==> src/core/hbd_defines.vh <==
// Operation
// Delay acknowledge 20 clocks after service events.
// Host without acknowledge waits out hold-off.
// Cycle after second edge past reset is C1.
// Async DMA timing only when config bit set.
// Async mode samples acknowledge fall on clock.
// Controller holds DMA acknowledge three clocks minimum.
// Long acknowledge keeps bus driven until release.
// Short acknowledge still releases after third edge.
// Read data valid after C2 edge.
// Transfer acknowledge asserted after C3 edge.
// Host sets address before C1 edge.
// Release acknowledge when select and strobe high.
`ifndef HBD_DEFINES_VH
`define HBD_DEFINES_VH
// Hold-off after a service acknowledge or end-of-service write, in clocks.
`define HBD_HOLDOFF_CLKS 20
// Position of the asynchronous DMA enable in the port configuration word.
`define HBD_ASYNC_DMA_BIT 1
// Clock edges after reset release before cycle numbering starts.
`define HBD_RESET_EDGES 2
// Least asynchronous DMA acknowledge active time, in clocks.
`define HBD_DMA_MIN_CLKS 3
// Edge after acknowledge fall from which acknowledge controls release.
`define HBD_DMA_HOLD_EDGE 2
`endif

==> src/core/hbd_holdoff.v <==
`timescale 1ns/100ps
`include "hbd_defines.vh"
// Counts down the acknowledge hold-off after a service event.
module hbd_holdoff #(
  parameter CLKS = `HBD_HOLDOFF_CLKS
) (
  input wire clk,
  input wire rst,
  input wire arm,
  input wire start,
  output wire busy
);
  // Set when a service event occurred; the next access starts counting.
  reg armed;
  // Remaining hold-off clocks.
  reg [5:0] count;

  // Arm on the event, load the count when the next access begins.
  always @(posedge clk or posedge rst) begin
    if (rst) begin
      armed <= 1'b0;
      count <= 6'h00;
    end else begin
      if (start && armed) begin
        armed <= 1'b0;
        count <= CLKS[5:0];
      end else if (count != 6'h00) begin
        count <= count - 6'h01;
      end
      if (arm) begin
        armed <= 1'b1;
      end
    end
  end

  // Busy while counting, or in the first cycle of a held-off access.
  assign busy = (count != 6'h00) || (start && armed);
endmodule

==> src/core/hbd_host_port.v <==
`timescale 1ns/100ps
`include "hbd_defines.vh"
// Host bus and slave DMA handshake sequencer.
module hbd_host_port #(
  parameter DW = 16
) (
  input wire clk,
  input wire rst,
  input wire chip_select_n,
  input wire daisy_grant_n,
  input wire data_strobe_n,
  input wire read_not_write,
  input wire service_ack_n,
  input wire eos_write,
  input wire [7:0] port_config_reg,
  input wire dma_req_pending,
  input wire dma_ack_n,
  input wire [DW-1:0] read_word,
  input wire [DW-1:0] host_data_in,
  output reg [DW-1:0] host_data_out,
  output reg host_data_oe,
  output wire transfer_ack_n,
  output reg transfer_ack_oe,
  output reg dma_req_n,
  output reg cycle_c1,
  output reg [DW-1:0] write_word,
  output reg write_strobe,
  output reg read_strobe
);
  // Host access states.
  localparam S_IDLE = 3'h0;
  localparam S_C1 = 3'h1;
  localparam S_C2 = 3'h2;
  localparam S_C3 = 3'h3;
  localparam S_WAIT = 3'h4;
  localparam S_DONE = 3'h5;
  reg [2:0] state;
  reg [2:0] next_state;
  // Edges counted since reset release for cycle numbering.
  reg [1:0] rst_edges;
  // Previous DMA acknowledge level for edge detection.
  reg dma_ack_q;
  // Clock edges since DMA acknowledge fell.
  reg [2:0] dma_edges;
  // High while a DMA cycle is in progress.
  reg dma_active;
  // Asserted acknowledge level.
  reg ack;
  // Hold-off busy from the counter.
  wire hold_busy;
  // Access is being requested by the host.
  wire selected;
  // Asynchronous DMA timing selected.
  wire async_dma;
  // Falling edge of the DMA acknowledge seen on a rising clock.
  wire dma_fall;
  // Last access was a service acknowledge cycle.
  reg svc_cycle;
  // Service event that arms the acknowledge hold-off.
  wire holdoff_arm;
  // DMA acknowledge has ended after its least active time.
  wire dma_done;

  assign selected = (!chip_select_n || !daisy_grant_n) && !data_strobe_n;
  assign async_dma = port_config_reg[`HBD_ASYNC_DMA_BIT];
  assign dma_fall = dma_ack_q && !dma_ack_n;
  assign transfer_ack_n = !ack;
  // An end-of-service write arms at once; a service cycle arms as it ends,
  // so that the service cycle itself is not held off.
  assign holdoff_arm = eos_write ||
    (svc_cycle && state == S_DONE && next_state == S_IDLE);
  // Release needs the acknowledge high and the third edge reached, so a
  // short acknowledge still leaves the read data up for two clocks.
  assign dma_done = dma_active && dma_ack_n
    && (dma_edges >= `HBD_DMA_MIN_CLKS);

  // Hold-off counter, armed by service acknowledge and end-of-service.
  hbd_holdoff #(
    .CLKS(`HBD_HOLDOFF_CLKS)
  ) u_holdoff (
    .clk(clk),
    .rst(rst),
    .arm(holdoff_arm),
    .start(state == S_C1),
    .busy(hold_busy)
  );

  // Count two edges after reset release, then mark C1.
  always @(posedge clk or posedge rst) begin
    if (rst) begin
      rst_edges <= 2'h0;
      cycle_c1 <= 1'b0;
    end else begin
      cycle_c1 <= 1'b0;
      // Stop counting once numbering has begun.
      if (rst_edges != `HBD_RESET_EDGES) begin
        rst_edges <= rst_edges + 2'h1;
        cycle_c1 <= (rst_edges == `HBD_RESET_EDGES - 1);
      end
    end
  end

  // Next state of the host access sequence.
  always @* begin
    next_state = state;
    case (state)
      S_IDLE: begin
        // Accesses before cycle numbering starts are ignored.
        if (selected && rst_edges == `HBD_RESET_EDGES) begin
          next_state = S_C1;
        end
      end
      S_C1: begin
        next_state = S_C2;
      end
      S_C2: begin
        next_state = S_C3;
      end
      S_C3: begin
        next_state = hold_busy ? S_WAIT : S_DONE;
      end
      S_WAIT: begin
        if (!hold_busy) begin
          next_state = S_DONE;
        end
      end
      S_DONE: begin
        if (!selected) begin
          next_state = S_IDLE;
        end
      end
      default: begin
        next_state = S_IDLE;
      end
    endcase
  end

  // Sequencer, acknowledge and write capture.
  always @(posedge clk or posedge rst) begin
    if (rst) begin
      state <= S_IDLE;
      ack <= 1'b0;
      transfer_ack_oe <= 1'b0;
      write_word <= {DW{1'b0}};
      write_strobe <= 1'b0;
      read_strobe <= 1'b0;
      svc_cycle <= 1'b0;
    end else begin
      state <= next_state;
      write_strobe <= 1'b0;
      read_strobe <= 1'b0;
      // Acknowledge on entry to the done state; a write is handed on there.
      if (next_state == S_DONE && state != S_DONE) begin
        ack <= 1'b1;
        transfer_ack_oe <= 1'b1;
        if (!read_not_write) begin
          write_strobe <= 1'b1;
        end
      end else if (next_state == S_IDLE) begin
        // Select and strobe are gone: let the acknowledge go.
        ack <= 1'b0;
        transfer_ack_oe <= 1'b0;
      end
      // A read fetches its word one clock before it is driven.
      if (state == S_C1 && read_not_write) begin
        read_strobe <= 1'b1;
      end
      // Write data is set up before the C1 edge, so take it there.
      if (state == S_C1 && !read_not_write) begin
        write_word <= host_data_in;
      end
      // Note whether this access is a service acknowledge cycle.
      if (state == S_IDLE && next_state == S_C1) begin
        svc_cycle <= !service_ack_n;
      end
    end
  end

  // DMA handshake: request, acknowledge edge count and bus release.
  always @(posedge clk or posedge rst) begin
    if (rst) begin
      dma_ack_q <= 1'b1;
      dma_edges <= 3'h0;
      dma_active <= 1'b0;
      dma_req_n <= 1'b1;
    end else begin
      dma_ack_q <= dma_ack_n;
      dma_req_n <= !dma_req_pending;
      // Start on the sampled falling edge, or on the low level when synchronous.
      if (async_dma ? dma_fall : !dma_ack_n && !dma_active) begin
        dma_active <= 1'b1;
        dma_edges <= 3'h1;
      end else if (dma_active) begin
        // Count edges, stopping at the top so a long hold cannot wrap.
        if (dma_edges != 3'h7) begin
          dma_edges <= dma_edges + 3'h1;
        end
        // Close the cycle once the acknowledge has let go.
        if (dma_done) begin
          dma_active <= 1'b0;
        end
      end
    end
  end

  // Read data driver for host reads and DMA reads.
  always @(posedge clk or posedge rst) begin
    if (rst) begin
      host_data_out <= {DW{1'b0}};
      host_data_oe <= 1'b0;
    end else begin
      // Host reads drive at the C2 edge, DMA reads one edge after start.
      if (state == S_C2 && read_not_write) begin
        host_data_out <= read_word;
        host_data_oe <= 1'b1;
      end else if (dma_active && read_not_write && dma_edges == 3'h1) begin
        host_data_out <= read_word;
        host_data_oe <= 1'b1;
      end else if (!selected && (!dma_active || dma_done)) begin
        host_data_oe <= 1'b0;
      end
    end
  end
endmodule

==> config.mk <==
export PLATFORM = sky130hd
export DESIGN_NAME = hbd_host_port
export DESIGN_NICKNAME = d
export VERILOG_FILES = /design/src/core/hbd_holdoff.v /design/src/core/hbd_host_port.v
export VERILOG_INCLUDE_DIRS = /design/src /design/src/core
export SDC_FILE = /design/constraint.sdc
export NUM_CORES = 1
export LEC_CHECK = 0
export BUFFER_PORTS_ARGS = -buffer_cell sky130_fd_sc_hd__buf_2
export CAP_MARGIN = 20
export CORE_ASPECT_RATIO = 1.5
export CORE_MARGIN = 2
export CORE_UTILIZATION = 50
export DETAILED_ROUTE_END_ITERATION = 16
export PLACE_DENSITY = 0.83
export SETUP_SLACK_MARGIN = 0.2
export SLEW_MARGIN = 20
export SYNTH_ARGS = -nofsm -noshare
export SYNTH_HDL_FRONTEND = slang
export SYNTH_HIERARCHICAL = 1
export SYNTH_SLANG_ARGS = --single-unit
==> constraint.sdc <==
create_clock -name clk -period 2.1 [get_ports clk]
set_input_delay 0.42 -clock clk [delete_from_list [all_inputs] [get_ports clk]]
set_output_delay 0.42 -clock clk [all_outputs]
set_load 0.02 [all_outputs]
==> flow_metrics.env, run 1 <==
export IMPL_status="finished clean"
export IMPL_dieArea_sq_um=5830
export IMPL_track_usage_pct=17.4
export IMPL_vias=1765
export IMPL_initial_core_util_pct=51.4
export IMPL_finalHoldViolCount=0
export IMPL_drv_slew=0
export IMPL_yosys_warnings=6
export IMPL_grt_first_pass_wirelength_mm=8.00
export IMPL_finClkSkew_ns=0.00423
export IMPL_design_area_sq_um=3200
export IMPL_postCtsSetupBuffers=0
export IMPL_syn2layout_area_growth_pct=22.7
export IMPL_die_w_um=63.0
export IMPL_comb_power_share_pct=45.0
export IMPL_portBuffers=81
export IMPL_max_slew_worst_pin_slew_ns=0.461
export IMPL_cp_start_kind="flip-flop"
export IMPL_initialDrtViolationCount=70
export IMPL_end_kind="flip-flop"
export IMPL_clock_sinks=56
export IMPL_switchingPower_uw=1810
export IMPL_drt_wirelength_per_cell_um=13.3
export IMPL_grt_max_degree=30
export IMPL_route_detailed_drc=0
export IMPL_dieHeight_um=92.5
export IMPL_synthCells=195
export IMPL_synth_edf_count=0
export IMPL_avgSynthCellArea_sq_um=13.4
export IMPL_drive_above_1_share_pct=48.6
export IMPL_clk_pin_slew_worst_paths_ns=0.09
export IMPL_ant_nets=0
export IMPL_arrival_ns=1.97
export IMPL_yosysUniqueCellTypes=42
export IMPL_antenna_found_initial=0
export IMPL_ys_seq_area_share_pct=53.8
export IMPL_boundaryPins=89
export IMPL_setup_tns_ns=0
export IMPL_syn_area_sq_um=2610
export IMPL_htreeDepth=2
export IMPL_layout_common_cells="buf_2 (81), dfrtp_1 (54), mux2_4 (19)"
export IMPL_cts_tree="built"
export IMPL_final_common_cell="buf_2"
export IMPL_rows=32
export IMPL_synth_top_flop_cell="dfrtp_1"
export IMPL_p_per_area_nw_per_um2=1540
export IMPL_worst_setup_path_type="reg2reg"
export IMPL_cts_hold_buf=0
export IMPL_nNetsFinal=339
export IMPL_placed_cell_area_sq_um=3070
export IMPL_p_int_uw=3110
export IMPL_cts_inserted_buffers=5
export IMPL_utilization_pct=63.0
export IMPL_rsz0062_at_grt="no"
export IMPL_post_dp_hpwl_mm=3.54
export IMPL_dp_slack_ns=0.331
export IMPL_ys_seq_elements=56
export IMPL_hp_class="in2async"
export IMPL_viasPerCell=5.04
export IMPL_fin_crit_sh_pct=84.5
export IMPL_ctsRootBufferMaster="clkbuf_8"
export IMPL_layout_setup_ws_ns=0.325
export IMPL_clk_latency_ns=0.30
export IMPL_cp_required_ns=2.30
export IMPL_maxCapViolCount=0
export IMPL_gp_congestion=0.811
export IMPL_ctsResizeCount=0
export IMPL_setup_viol=0
export IMPL_max_vdd_ir_drop_mv=0.531
export IMPL_fmax_mhz=563
export IMPL_synth_nets=253
export IMPL_clock_path_buffers=2
export IMPL_fin_crit_ns=1.78
export IMPL_p_leak_uw=0.00163
export IMPL_dr_pass1_iters=4
export IMPL_pwr_share_seq_pct=38.8
export IMPL_p_sw_share_pct=36.8
export IMPL_cp_max_fo=16
export IMPL_overflow=0
export IMPL_clkPwrFrac_pct=16.2
export IMPL_slew_headroom_pct=69.2
export IMPL_wl_mm=4.66
export IMPL_diodes=0
export IMPL_grt_pass1_vias=1767
export IMPL_core_area_sq_um=5080
export IMPL_async_flop_share_pct=100
-- area by class of cell --
cell class                      count  area, sq um
Fill cell                         415         1880
Sequential cell                    56         1400
Multi-Input combinational cell    116         1070
Timing Repair Buffer               85          448
Tap cell                           68         85.1
Clock buffer                        6         72.6
Inverter                           17         63.8
Clock inverter                      2         60.1
-- cells in the mapped netlist (3+ instances only) --
cell type,count,area share (%)
a21o_1,3,0.86
a21oi_1,4,0.77
buf_6,4,1.7
dfrtp_1,54,52
ha_1,8,3.8
inv_1,17,2.4
mux2_2,14,6.0
mux2_4,19,11
nand2_1,9,1.3
nand3_1,4,0.77
nor2_1,7,1.0
nor2b_1,3,0.72
nor3_1,3,0.57
o21ai_0,6,1.2
xnor2_1,4,1.3
-- power groups by stage --
stage / clock [uW] / combinational [uW] / sequential [uW]
floorplan: 0 / 1340 / 2250
global placement: 0 / 2170 / 1900
detailed placement: 0 / 2240 / 1930
CTS: 828 / 2250 / 1910
global route: 865 / 2420 / 1980
finish: 799 / 2220 / 1910
-- worst max-delay path, stage by stage, from the launching register on --
cell and delay (ns):
dfrtp_1 0.59, nor3b_4 0.29, and2b_1 0.15, buf_4 0.27, mux2_2 0.37
-- registers in the layout, summed over array words and instances (netlist names), 2 cells and up --
register	cells
write_word	16
state	3
rst_edges	2
host_data_out	16
u_holdoff/count	6
dma_edges	3
-- cells by family after synthesis --
group	after synthesis	synth area share (%)
mux	35	17.7
fa+ha+maj	8	3.83
xor+xnor	4	1.34
buf+inv	23	5.22
simple gates	42	9.87
flops	56	53.8
compound gates	27	8.24
-- through the flow --
| step | hold WS [ns] | std cells | power (uW) |
|---|---|---|---|
| after floorplan | 0.223 | 195 | 3590 |
| after global placement | 0.393 | 342 | 4070 |
| after detailed placement | 0.399 | 342 | 4170 |
| after CTS | 0.0607 | 350 | 4990 |
| after global routing | 0.0813 | 350 | 5260 |
| final | 0.0673 | 350 | 4920 |
-- final timing paths --
path,end,cells past startpoint,from,slack (ns)
hold reg to reg,u_holdoff/armed,1,u_holdoff/armed,0.49
max in group asynchronous,dma_req_n,3,rst,1.39
hold / removal,u_holdoff/count[2],2,rst,0.07
setup / recovery,write_word[13],4,state[0],0.32
setup reg to reg,write_word[13],4,state[0],0.32
min in group clk,dma_req_n,2,dma_req_pending,0.23
-- per-layer routing --
metal  up-vias  global-route usage, %  wire, um
met5         -                      0         0
met4         0                   6.67        73
met3         4                   3.52       272
li1        845                      -         -
met1       855                   21.6      1960
met2        61                   29.8      2350
Power figures use the tool's default switching activity.
==> run 2: changes to the inputs <==
--- a/config.mk
+++ b/config.mk
@@ -10,9 +10,9 @@
 export CAP_MARGIN = 20
 export CORE_ASPECT_RATIO = 1.5
 export CORE_MARGIN = 2
-export CORE_UTILIZATION = 50
+export CORE_UTILIZATION = 45
 export DETAILED_ROUTE_END_ITERATION = 16
-export PLACE_DENSITY = 0.83
+export PLACE_DENSITY = 0.79
 export SETUP_SLACK_MARGIN = 0.2
 export SLEW_MARGIN = 20
 export SYNTH_ARGS = -nofsm -noshare
==> constraint.sdc (replaced) <==
create_clock -name clk -period 1.6 [get_ports clk]
set_input_delay 0.32 -clock clk [delete_from_list [all_inputs] [get_ports clk]]
set_output_delay 0.32 -clock clk [all_outputs]
set_load 0.02 [all_outputs]
==> run 2 against run 1 <==
Compared with the run above:
- the run now ends with negative setup slack left
- hold slack improved by 0.052 ns
- register-to-register slack got worse by 0.34 ns
- non-clock buffer count is 20 higher
- flip-flop and latch count is the same
- sequential share of layout area shrank 4.2 points
- sequential power rose by 27%
- die area rose by 10%
- design area increased by 11%
- setup slack got worse by 0.34 ns
- count of clock-buffer cells in the layout stayed put
- global-route usage down 1.1 points
- critical endpoint is now host_data_out[4]
- largest cell class unchanged
- highest routed layer unchanged
==> flow_metrics.env, run 2 (synthesis gave the netlist of run 1 again) <==
export IMPL_route_detailed_drc=0
export IMPL_diodes=0
export IMPL_timing_rr_end="host_data_out[4]"
export IMPL_dpl_cell_count=357
export IMPL_ff2ff_path_depth=6
export IMPL_placed_cell_area_sq_um=3220
export IMPL_fin_crit_ns=1.62
export IMPL_wl_mm=5.14
export IMPL_die_w_um=66.2
export IMPL_p_int_uw=4400
export IMPL_initial_core_util_pct=45.8
export IMPL_htreeDepth=2
export IMPL_holdPathEnd="dma_req_n"
export IMPL_grt_max_degree=24
export IMPL_status="finished with violations"
export IMPL_arrival_ns=1.81
export IMPL_cp_max_fo=8
export IMPL_portBuffers=81
export IMPL_dieHeight_um=97.3
export IMPL_final_common_cell="buf_2"
export IMPL_comb_power_share_pct=55.0
export IMPL_layout_setup_ws_ns=-0.0165
export IMPL_cp_num_buf_inv=2
export IMPL_hp_class="in2reg"
export IMPL_rr_startpoint="dma_edges[0]"
export IMPL_whs_path_depth=2
export IMPL_grt_first_pass_wirelength_mm=8.34
export IMPL_cp_start_kind="flip-flop"
export IMPL_nNetsFinal=359
export IMPL_grt_pass1_vias=1815
export IMPL_dr_pass1_iters=4
export IMPL_max_slew_worst_pin_slew_ns=0.391
export IMPL_reg2reg_slack_ns=-0.02
export IMPL_core_area_sq_um=5700
export IMPL_maxCapViolCount=0
export IMPL_drt_wirelength_per_cell_um=13.7
export IMPL_drv_slew=0
export IMPL_antenna_found_initial=0
export IMPL_p_sw_share_pct=37.7
export IMPL_viasPerCell=4.93
export IMPL_clkPwrFrac_pct=10.6
export IMPL_dieArea_sq_um=6440
export IMPL_setup_viol=8
export IMPL_clk_pin_slew_worst_paths_ns=0.10
export IMPL_min_from="dma_req_pending"
export IMPL_top_regs="host_data_out x16, write_word x16, u_holdoff/count x6"
export IMPL_post_dp_hpwl_mm=3.63
export IMPL_gp_congestion=0.823
export IMPL_switchingPower_uw=2660
export IMPL_crit_family="flip-flops"
export IMPL_overflow=0
export IMPL_p_leak_uw=0.00179
export IMPL_cp_required_ns=1.79
export IMPL_layout_common_cells="buf_2 (81), dfrtp_1 (53), mux2_4 (33)"
export IMPL_max_vdd_ir_drop_mv=0.694
export IMPL_clk_latency_ns=0.30
export IMPL_cts_inserted_buffers=5
export IMPL_rsz0062_at_grt="yes"
export IMPL_violations="negative setup slack"
export IMPL_slowest_delay_ns=0.41
export IMPL_finalHoldViolCount=0
export IMPL_design_area_sq_um=3550
export IMPL_cts_tree="built"
export IMPL_p_per_area_nw_per_um2=1990
export IMPL_setup_tns_ns=-0.114
export IMPL_syn2layout_area_growth_pct=35.9
export IMPL_layout_cells_non_filler=374
export IMPL_ant_nets=0
export IMPL_utilization_pct=62.2
export IMPL_pwr_share_seq_pct=34.4
export IMPL_slew_headroom_pct=73.9
export IMPL_clock_sinks=56
export IMPL_worst_setup_path_type="reg2reg"
export IMPL_vias=1844
export IMPL_drive_above_1_share_pct=57.9
export IMPL_boundaryPins=89
export IMPL_finClkSkew_ns=0.00665
export IMPL_track_usage_pct=16.4
export IMPL_fin_crit_sh_pct=101
export IMPL_slowest_stage="dfrtp_1"
export IMPL_rows=34
export IMPL_initialDrtViolationCount=71
export IMPL_total_power_uw=7060
export IMPL_ctsRootBufferMaster="clkbuf_8"
export IMPL_fmax_mhz=619
export IMPL_clock_path_buffers=2
export IMPL_crit_chain="ha_2, and3b_2, o21ai_4, buf_4, buf_16, mux2_4"
export IMPL_end_kind="flip-flop"
## run 2: cell types whose count changed in the layout (fill, tap and decap cells not counted), sizes merged
cell | before | now
inv | 17 | 16
clkinvlp | 0 | 2
buf | 85 | 104
bufinv | 2 | 0
clkinv | 0 | 1
dlygate4sd3 | 0 | 1
## run 2: through the flow
stage	worst slack [ns]	hold WS (ns)
2_1_floorplan	0.00141	0.123
5_1_grt	-0.0587	0.0987
4_1_cts	-0.0121	0.105
3_3_place_gp	0.0432	0.310
6_report	-0.0165	0.119
3_5_place_dp	-0.00428	0.318
## run 2: worst register-to-register path, cell delays in order, from the launching register on
cell	delay (ns)
dfrtp_1	0.41
ha_2	0.18
and3b_2	0.20
o21ai_4	0.13
buf_4	0.15
buf_16	0.13
mux2_4	0.30
## run 2: area by class of cell
type | count | area (sq um)
fill | 456 | 2150
sequential | 56 | 1410
multi-input combinational | 116 | 1240
timing repair buffer | 105 | 661
tap | 72 | 90.1
clock buffer | 6 | 72.6
inverter | 17 | 67.6
clock inverter | 2 | 16.3
## run 2: layer usage
metal | track usage (%) | part of all wire, %
met1 | 21.2 | 43
met2 | 27.5 | 49
met3 | 3.01 | 6.3
met4 | 4.71 | 1.3
met5 | 0 | 0
## run 2: worst max path at each step
| stage | startpoint | end | slack, ns | cells past startpoint |
|---|---|---|---|---|
| after floorplan | dma_edges[0] | host_data_out[10] | 0.001 | 5 |
| after global placement | dma_edges[1] | host_data_out[3] | 0.04 | 6 |
| after detailed placement | dma_edges[1] | host_data_out[13] | -0.004 | 6 |
| after CTS | dma_edges[1] | host_data_out[13] | -0.01 | 7 |
| after global routing | dma_edges[0] | host_data_out[6] | -0.06 | 6 |
| final | dma_edges[0] | host_data_out[4] | -0.02 | 6 |
## run 2: what timing repair did
| action | 4_1_cts | 5_1_grt |
|---|---|---|
| resized for setup | 23 | 15 |
| hold buffers | 1 | 0 |
| buffers inserted | 7 | 0 |
| hold endpoints to repair | 18 | 0 |
| cloned | 1 | 0 |
| pin swaps | 6 | 2 |
| endpoints found under the setup margin | 41 | 46 |
## run 2: power by group through the flow
stage	clock, uW	sequential [uW]	combinational [uW]
after global placement	0	2400	3250
after CTS	799	2420	3750
final	748	2430	3880
after floorplan	0	2960	1830
after detailed placement	0	2440	3320
after global routing	850	2510	4200
==> run 3: changes to the inputs <==
--- a/config.mk
+++ b/config.mk
@@ -6,13 +6,14 @@
 export SDC_FILE = /design/constraint.sdc
 export NUM_CORES = 1
 export LEC_CHECK = 0
+export ABC_AREA = 1
 export BUFFER_PORTS_ARGS = -buffer_cell sky130_fd_sc_hd__buf_2
 export CAP_MARGIN = 20
 export CORE_ASPECT_RATIO = 1.5
 export CORE_MARGIN = 2
-export CORE_UTILIZATION = 45
+export CORE_UTILIZATION = 40
 export DETAILED_ROUTE_END_ITERATION = 16
-export PLACE_DENSITY = 0.79
+export PLACE_DENSITY = 0.72
 export SETUP_SLACK_MARGIN = 0.2
 export SLEW_MARGIN = 20
 export SYNTH_ARGS = -nofsm -noshare
==> run 3 against run 2 <==
Compared with the run above:
- the flow now finishes without violations
- first-iteration DRC count rose by 77%
- setup slack improved by 0.086 ns
- design area increased by 0.56%
- count of clock-buffer cells in the layout unchanged
- clock skew increased by 0.0036 ns
- hold slack got worse by 0.015 ns
- via count rose by 26%
- register-to-register slack improved by 0.09 ns
- total power is 1.2% lower
- final cell count increased by 30%
- critical path depth is 6 higher
- global-route usage rose by 0.73 points
- critical path type unchanged
- largest cell class unchanged
==> flow_metrics.env, run 3 <==
export IMPL_status="finished clean"
export IMPL_clock_path_buffers=2
export IMPL_grt_max_degree=27
export IMPL_gp_congestion=0.903
export IMPL_cts_inserted_buffers=5
export IMPL_finalHoldViolCount=0
export IMPL_yosys_warnings=6
export IMPL_p_leak_uw=0.00203
export IMPL_grt_first_pass_wirelength_mm=9.83
export IMPL_yosys_top_cells_area="dfrtp_1 (53%), nand2_1 (14%), nand3_1 (8.6%)"
export IMPL_diodes=0
export IMPL_arrival_ns=1.74
export IMPL_grt_pass1_vias=2187
export IMPL_hp_class="in2reg"
export IMPL_clock_sinks=56
export IMPL_cts_tree="built"
export IMPL_fin_crit_ns=1.53
export IMPL_max_slew_worst_pin_slew_ns=0.576
export IMPL_synth_common_cells="nand2_1 (98), dfrtp_1 (54), nand3_1 (44), inv_1 (26), nor2_1 (16)"
export IMPL_initial_core_util_pct=41.6
export IMPL_vias=2321
export IMPL_core_area_sq_um=6170
export IMPL_slew_headroom_pct=61.2
export IMPL_max_vdd_ir_drop_mv=1.08
export IMPL_portBuffers=81
export IMPL_cp_required_ns=1.81
export IMPL_synth_most_common_cell="nand2_1"
export IMPL_layout_common_cells="nand2_1 (94), buf_2 (81), dfrtp_1 (54)"
export IMPL_hold_ws_ns=0.104
export IMPL_cp_start_kind="flip-flop"
export IMPL_dr_pass1_iters=4
export IMPL_synthCells=292
export IMPL_boundaryPins=89
export IMPL_p_per_area_nw_per_um2=1950
export IMPL_setup_viol=0
export IMPL_syn_area_sq_um=2570
export IMPL_dieArea_sq_um=7090
export IMPL_yosysTopAreaCell="dfrtp_1"
export IMPL_async_flop_share_pct=100
export IMPL_overflow=0
export IMPL_setup_tns_ns=0
export IMPL_synth_nets=350
export IMPL_rsz0062_at_grt="yes"
export IMPL_viasPerCell=4.79
export IMPL_seq_area_sq_um=1400
export IMPL_worst_setup_path_type="reg2reg"
export IMPL_fin_crit_sh_pct=95.6
export IMPL_cp_max_fo=3
export IMPL_die_w_um=69.4
export IMPL_ctsRootBufferMaster="clkbuf_8"
export IMPL_maxCapViolCount=0
export IMPL_syn2layout_area_growth_pct=39.0
export IMPL_fillers=551
export IMPL_synth_top_flop_cell="dfrtp_1"
export IMPL_clk_latency_ns=0.31
export IMPL_htreeDepth=2
export IMPL_finClkSkew_ns=0.0102
export IMPL_route_detailed_drc=0
export IMPL_initialDrtViolationCount=126
export IMPL_synth_edf_count=0
export IMPL_fmax_mhz=653
export IMPL_multiInputGateArea_sq_um=1120
export IMPL_avgSynthCellArea_sq_um=8.79
export IMPL_post_dp_hpwl_mm=4.21
export IMPL_antenna_found_initial=0
export IMPL_yosysUniqueCellTypes=25
export IMPL_ant_nets=0
export IMPL_clk_pin_slew_worst_paths_ns=0.10
export IMPL_top_regs="host_data_out x16, write_word x16, u_holdoff/count x6"
export IMPL_drt_wirelength_per_cell_um=12.5
export IMPL_netlist_area_leader_share_pct=52.6
export IMPL_drive_above_1_share_pct=40.4
export IMPL_ys_seq_elements=56
export IMPL_track_usage_pct=17.1
export IMPL_ys_seq_area_share_pct=54.7
export IMPL_nNetsFinal=468
export IMPL_final_common_cell="nand2_1"
export IMPL_drv_slew=0
export IMPL_wl_mm=6.08
export IMPL_rows=35
export IMPL_end_kind="flip-flop"
export IMPL_dieHeight_um=102
[run 3: cell count changes in the layout (fill, tap and decap cells not counted), moves of 4 or more]
cell	previous run	this run
nand2_8	0	5
mux2_4	33	0
buf_4	15	31
nand2_1	7	94
nand3_1	4	42
nand2_4	0	4
nor2_2	0	7
inv_1	15	20
nor2_1	5	12
inv_2	1	8
[run 3: repair_timing]
action	4_1_cts	5_1_grt
endpoints found under the setup margin	6	40
hold buffers	1	0
pin swaps	9	9
buffers inserted	10	13
endpoints found under the hold margin	7	0
resized for setup	8	22
cloned	0	2
[run 3: final timing paths]
check                      slack (ns)               start  depth (start not counted)                 end
min in group asynchronous        0.51                 rst                          3  u_holdoff/count[4]
setup reg to reg                 0.07  u_holdoff/count[1]                         12     u_holdoff/armed
setup / recovery                 0.07  u_holdoff/count[1]                         12     u_holdoff/armed
hold reg to reg                  0.48    host_data_out[9]                          2    host_data_out[9]
max in group asynchronous        0.65                 rst                          4           dma_ack_q
hold / removal                   0.10     dma_req_pending                          2           dma_req_n
[run 3: power breakdown]
part / switching [uW] / internal [uW] / leakage [uW]
registers: 362 / 1990 / 0.000691
clock network: 460 / 466 / 0.0000552
logic: 2150 / 1540 / 0.00129
total: 2980 / 4000 / 0.00203
[run 3: through the flow]
stage	setup slack (ns)	instance area (sq um)	utilization, %	power, uW	instances
2_1_floorplan	-0.0249	2600	-	4440	292
3_3_place_gp	0.0259	3120	50.5	5170	451
3_5_place_dp	-0.0312	3120	50.5	5290	451
4_1_cts	0.0867	3340	54.0	6440	470
5_1_grt	-0.0208	3570	57.8	7560	485
6_report	0.0696	3570	57.8	6970	485
[run 3: logic make-up (layout without fill, tap and decap cells)]
group | count (synthesis) | in the layout | share of synthesized area, %
compound gates | 13 | 13 | 2.63
xor+xnor | 2 | 2 | 0.682
fa+ha+maj | 8 | 8 | 3.90
buf+inv | 37 | 155 | 6.53
flops | 56 | 56 | 54.7
simple gates | 176 | 177 | 31.6
[run 3: metal layers]
| metal | up-vias | global-route usage, % | routed length (um) |
|---|---|---|---|
| met1 | 1095 | 20.3 | 2440 |
| met2 | 68 | 31.4 | 3260 |
| met3 | 8 | 3.25 | 317 |
| met4 | 0 | 5.28 | 66 |
| met5 | - | 0 | 0 |
| li1 | 1150 | - | - |
[run 3: area by class of cell]
| cell class | instances | share of cell area, % |
|---|---|---|
| Clock buffer | 6 | 2.03 |
| Inverter | 30 | 3.40 |
| Tap cell | 74 | 2.59 |
| Sequential cell | 56 | 39.3 |
| Multi-Input combinational cell | 200 | 31.3 |
| Clock inverter | 2 | 0.982 |
| Timing Repair Buffer | 117 | 20.3 |
[run 3: worst max-delay path, cell delays in order, from the launching register on]
cell and delay (ns):
dfrtp_1 0.40, inv_2 0.09, ha_4 0.14, nand2_4 0.06
nor2_8 0.10, nand2_4 0.06, nand2_1 0.06, nand3_1 0.06
nand3_1 0.10, nor2_2 0.06, nand3b_1 0.09, nand2_1 0.06
a21o_1 0.14
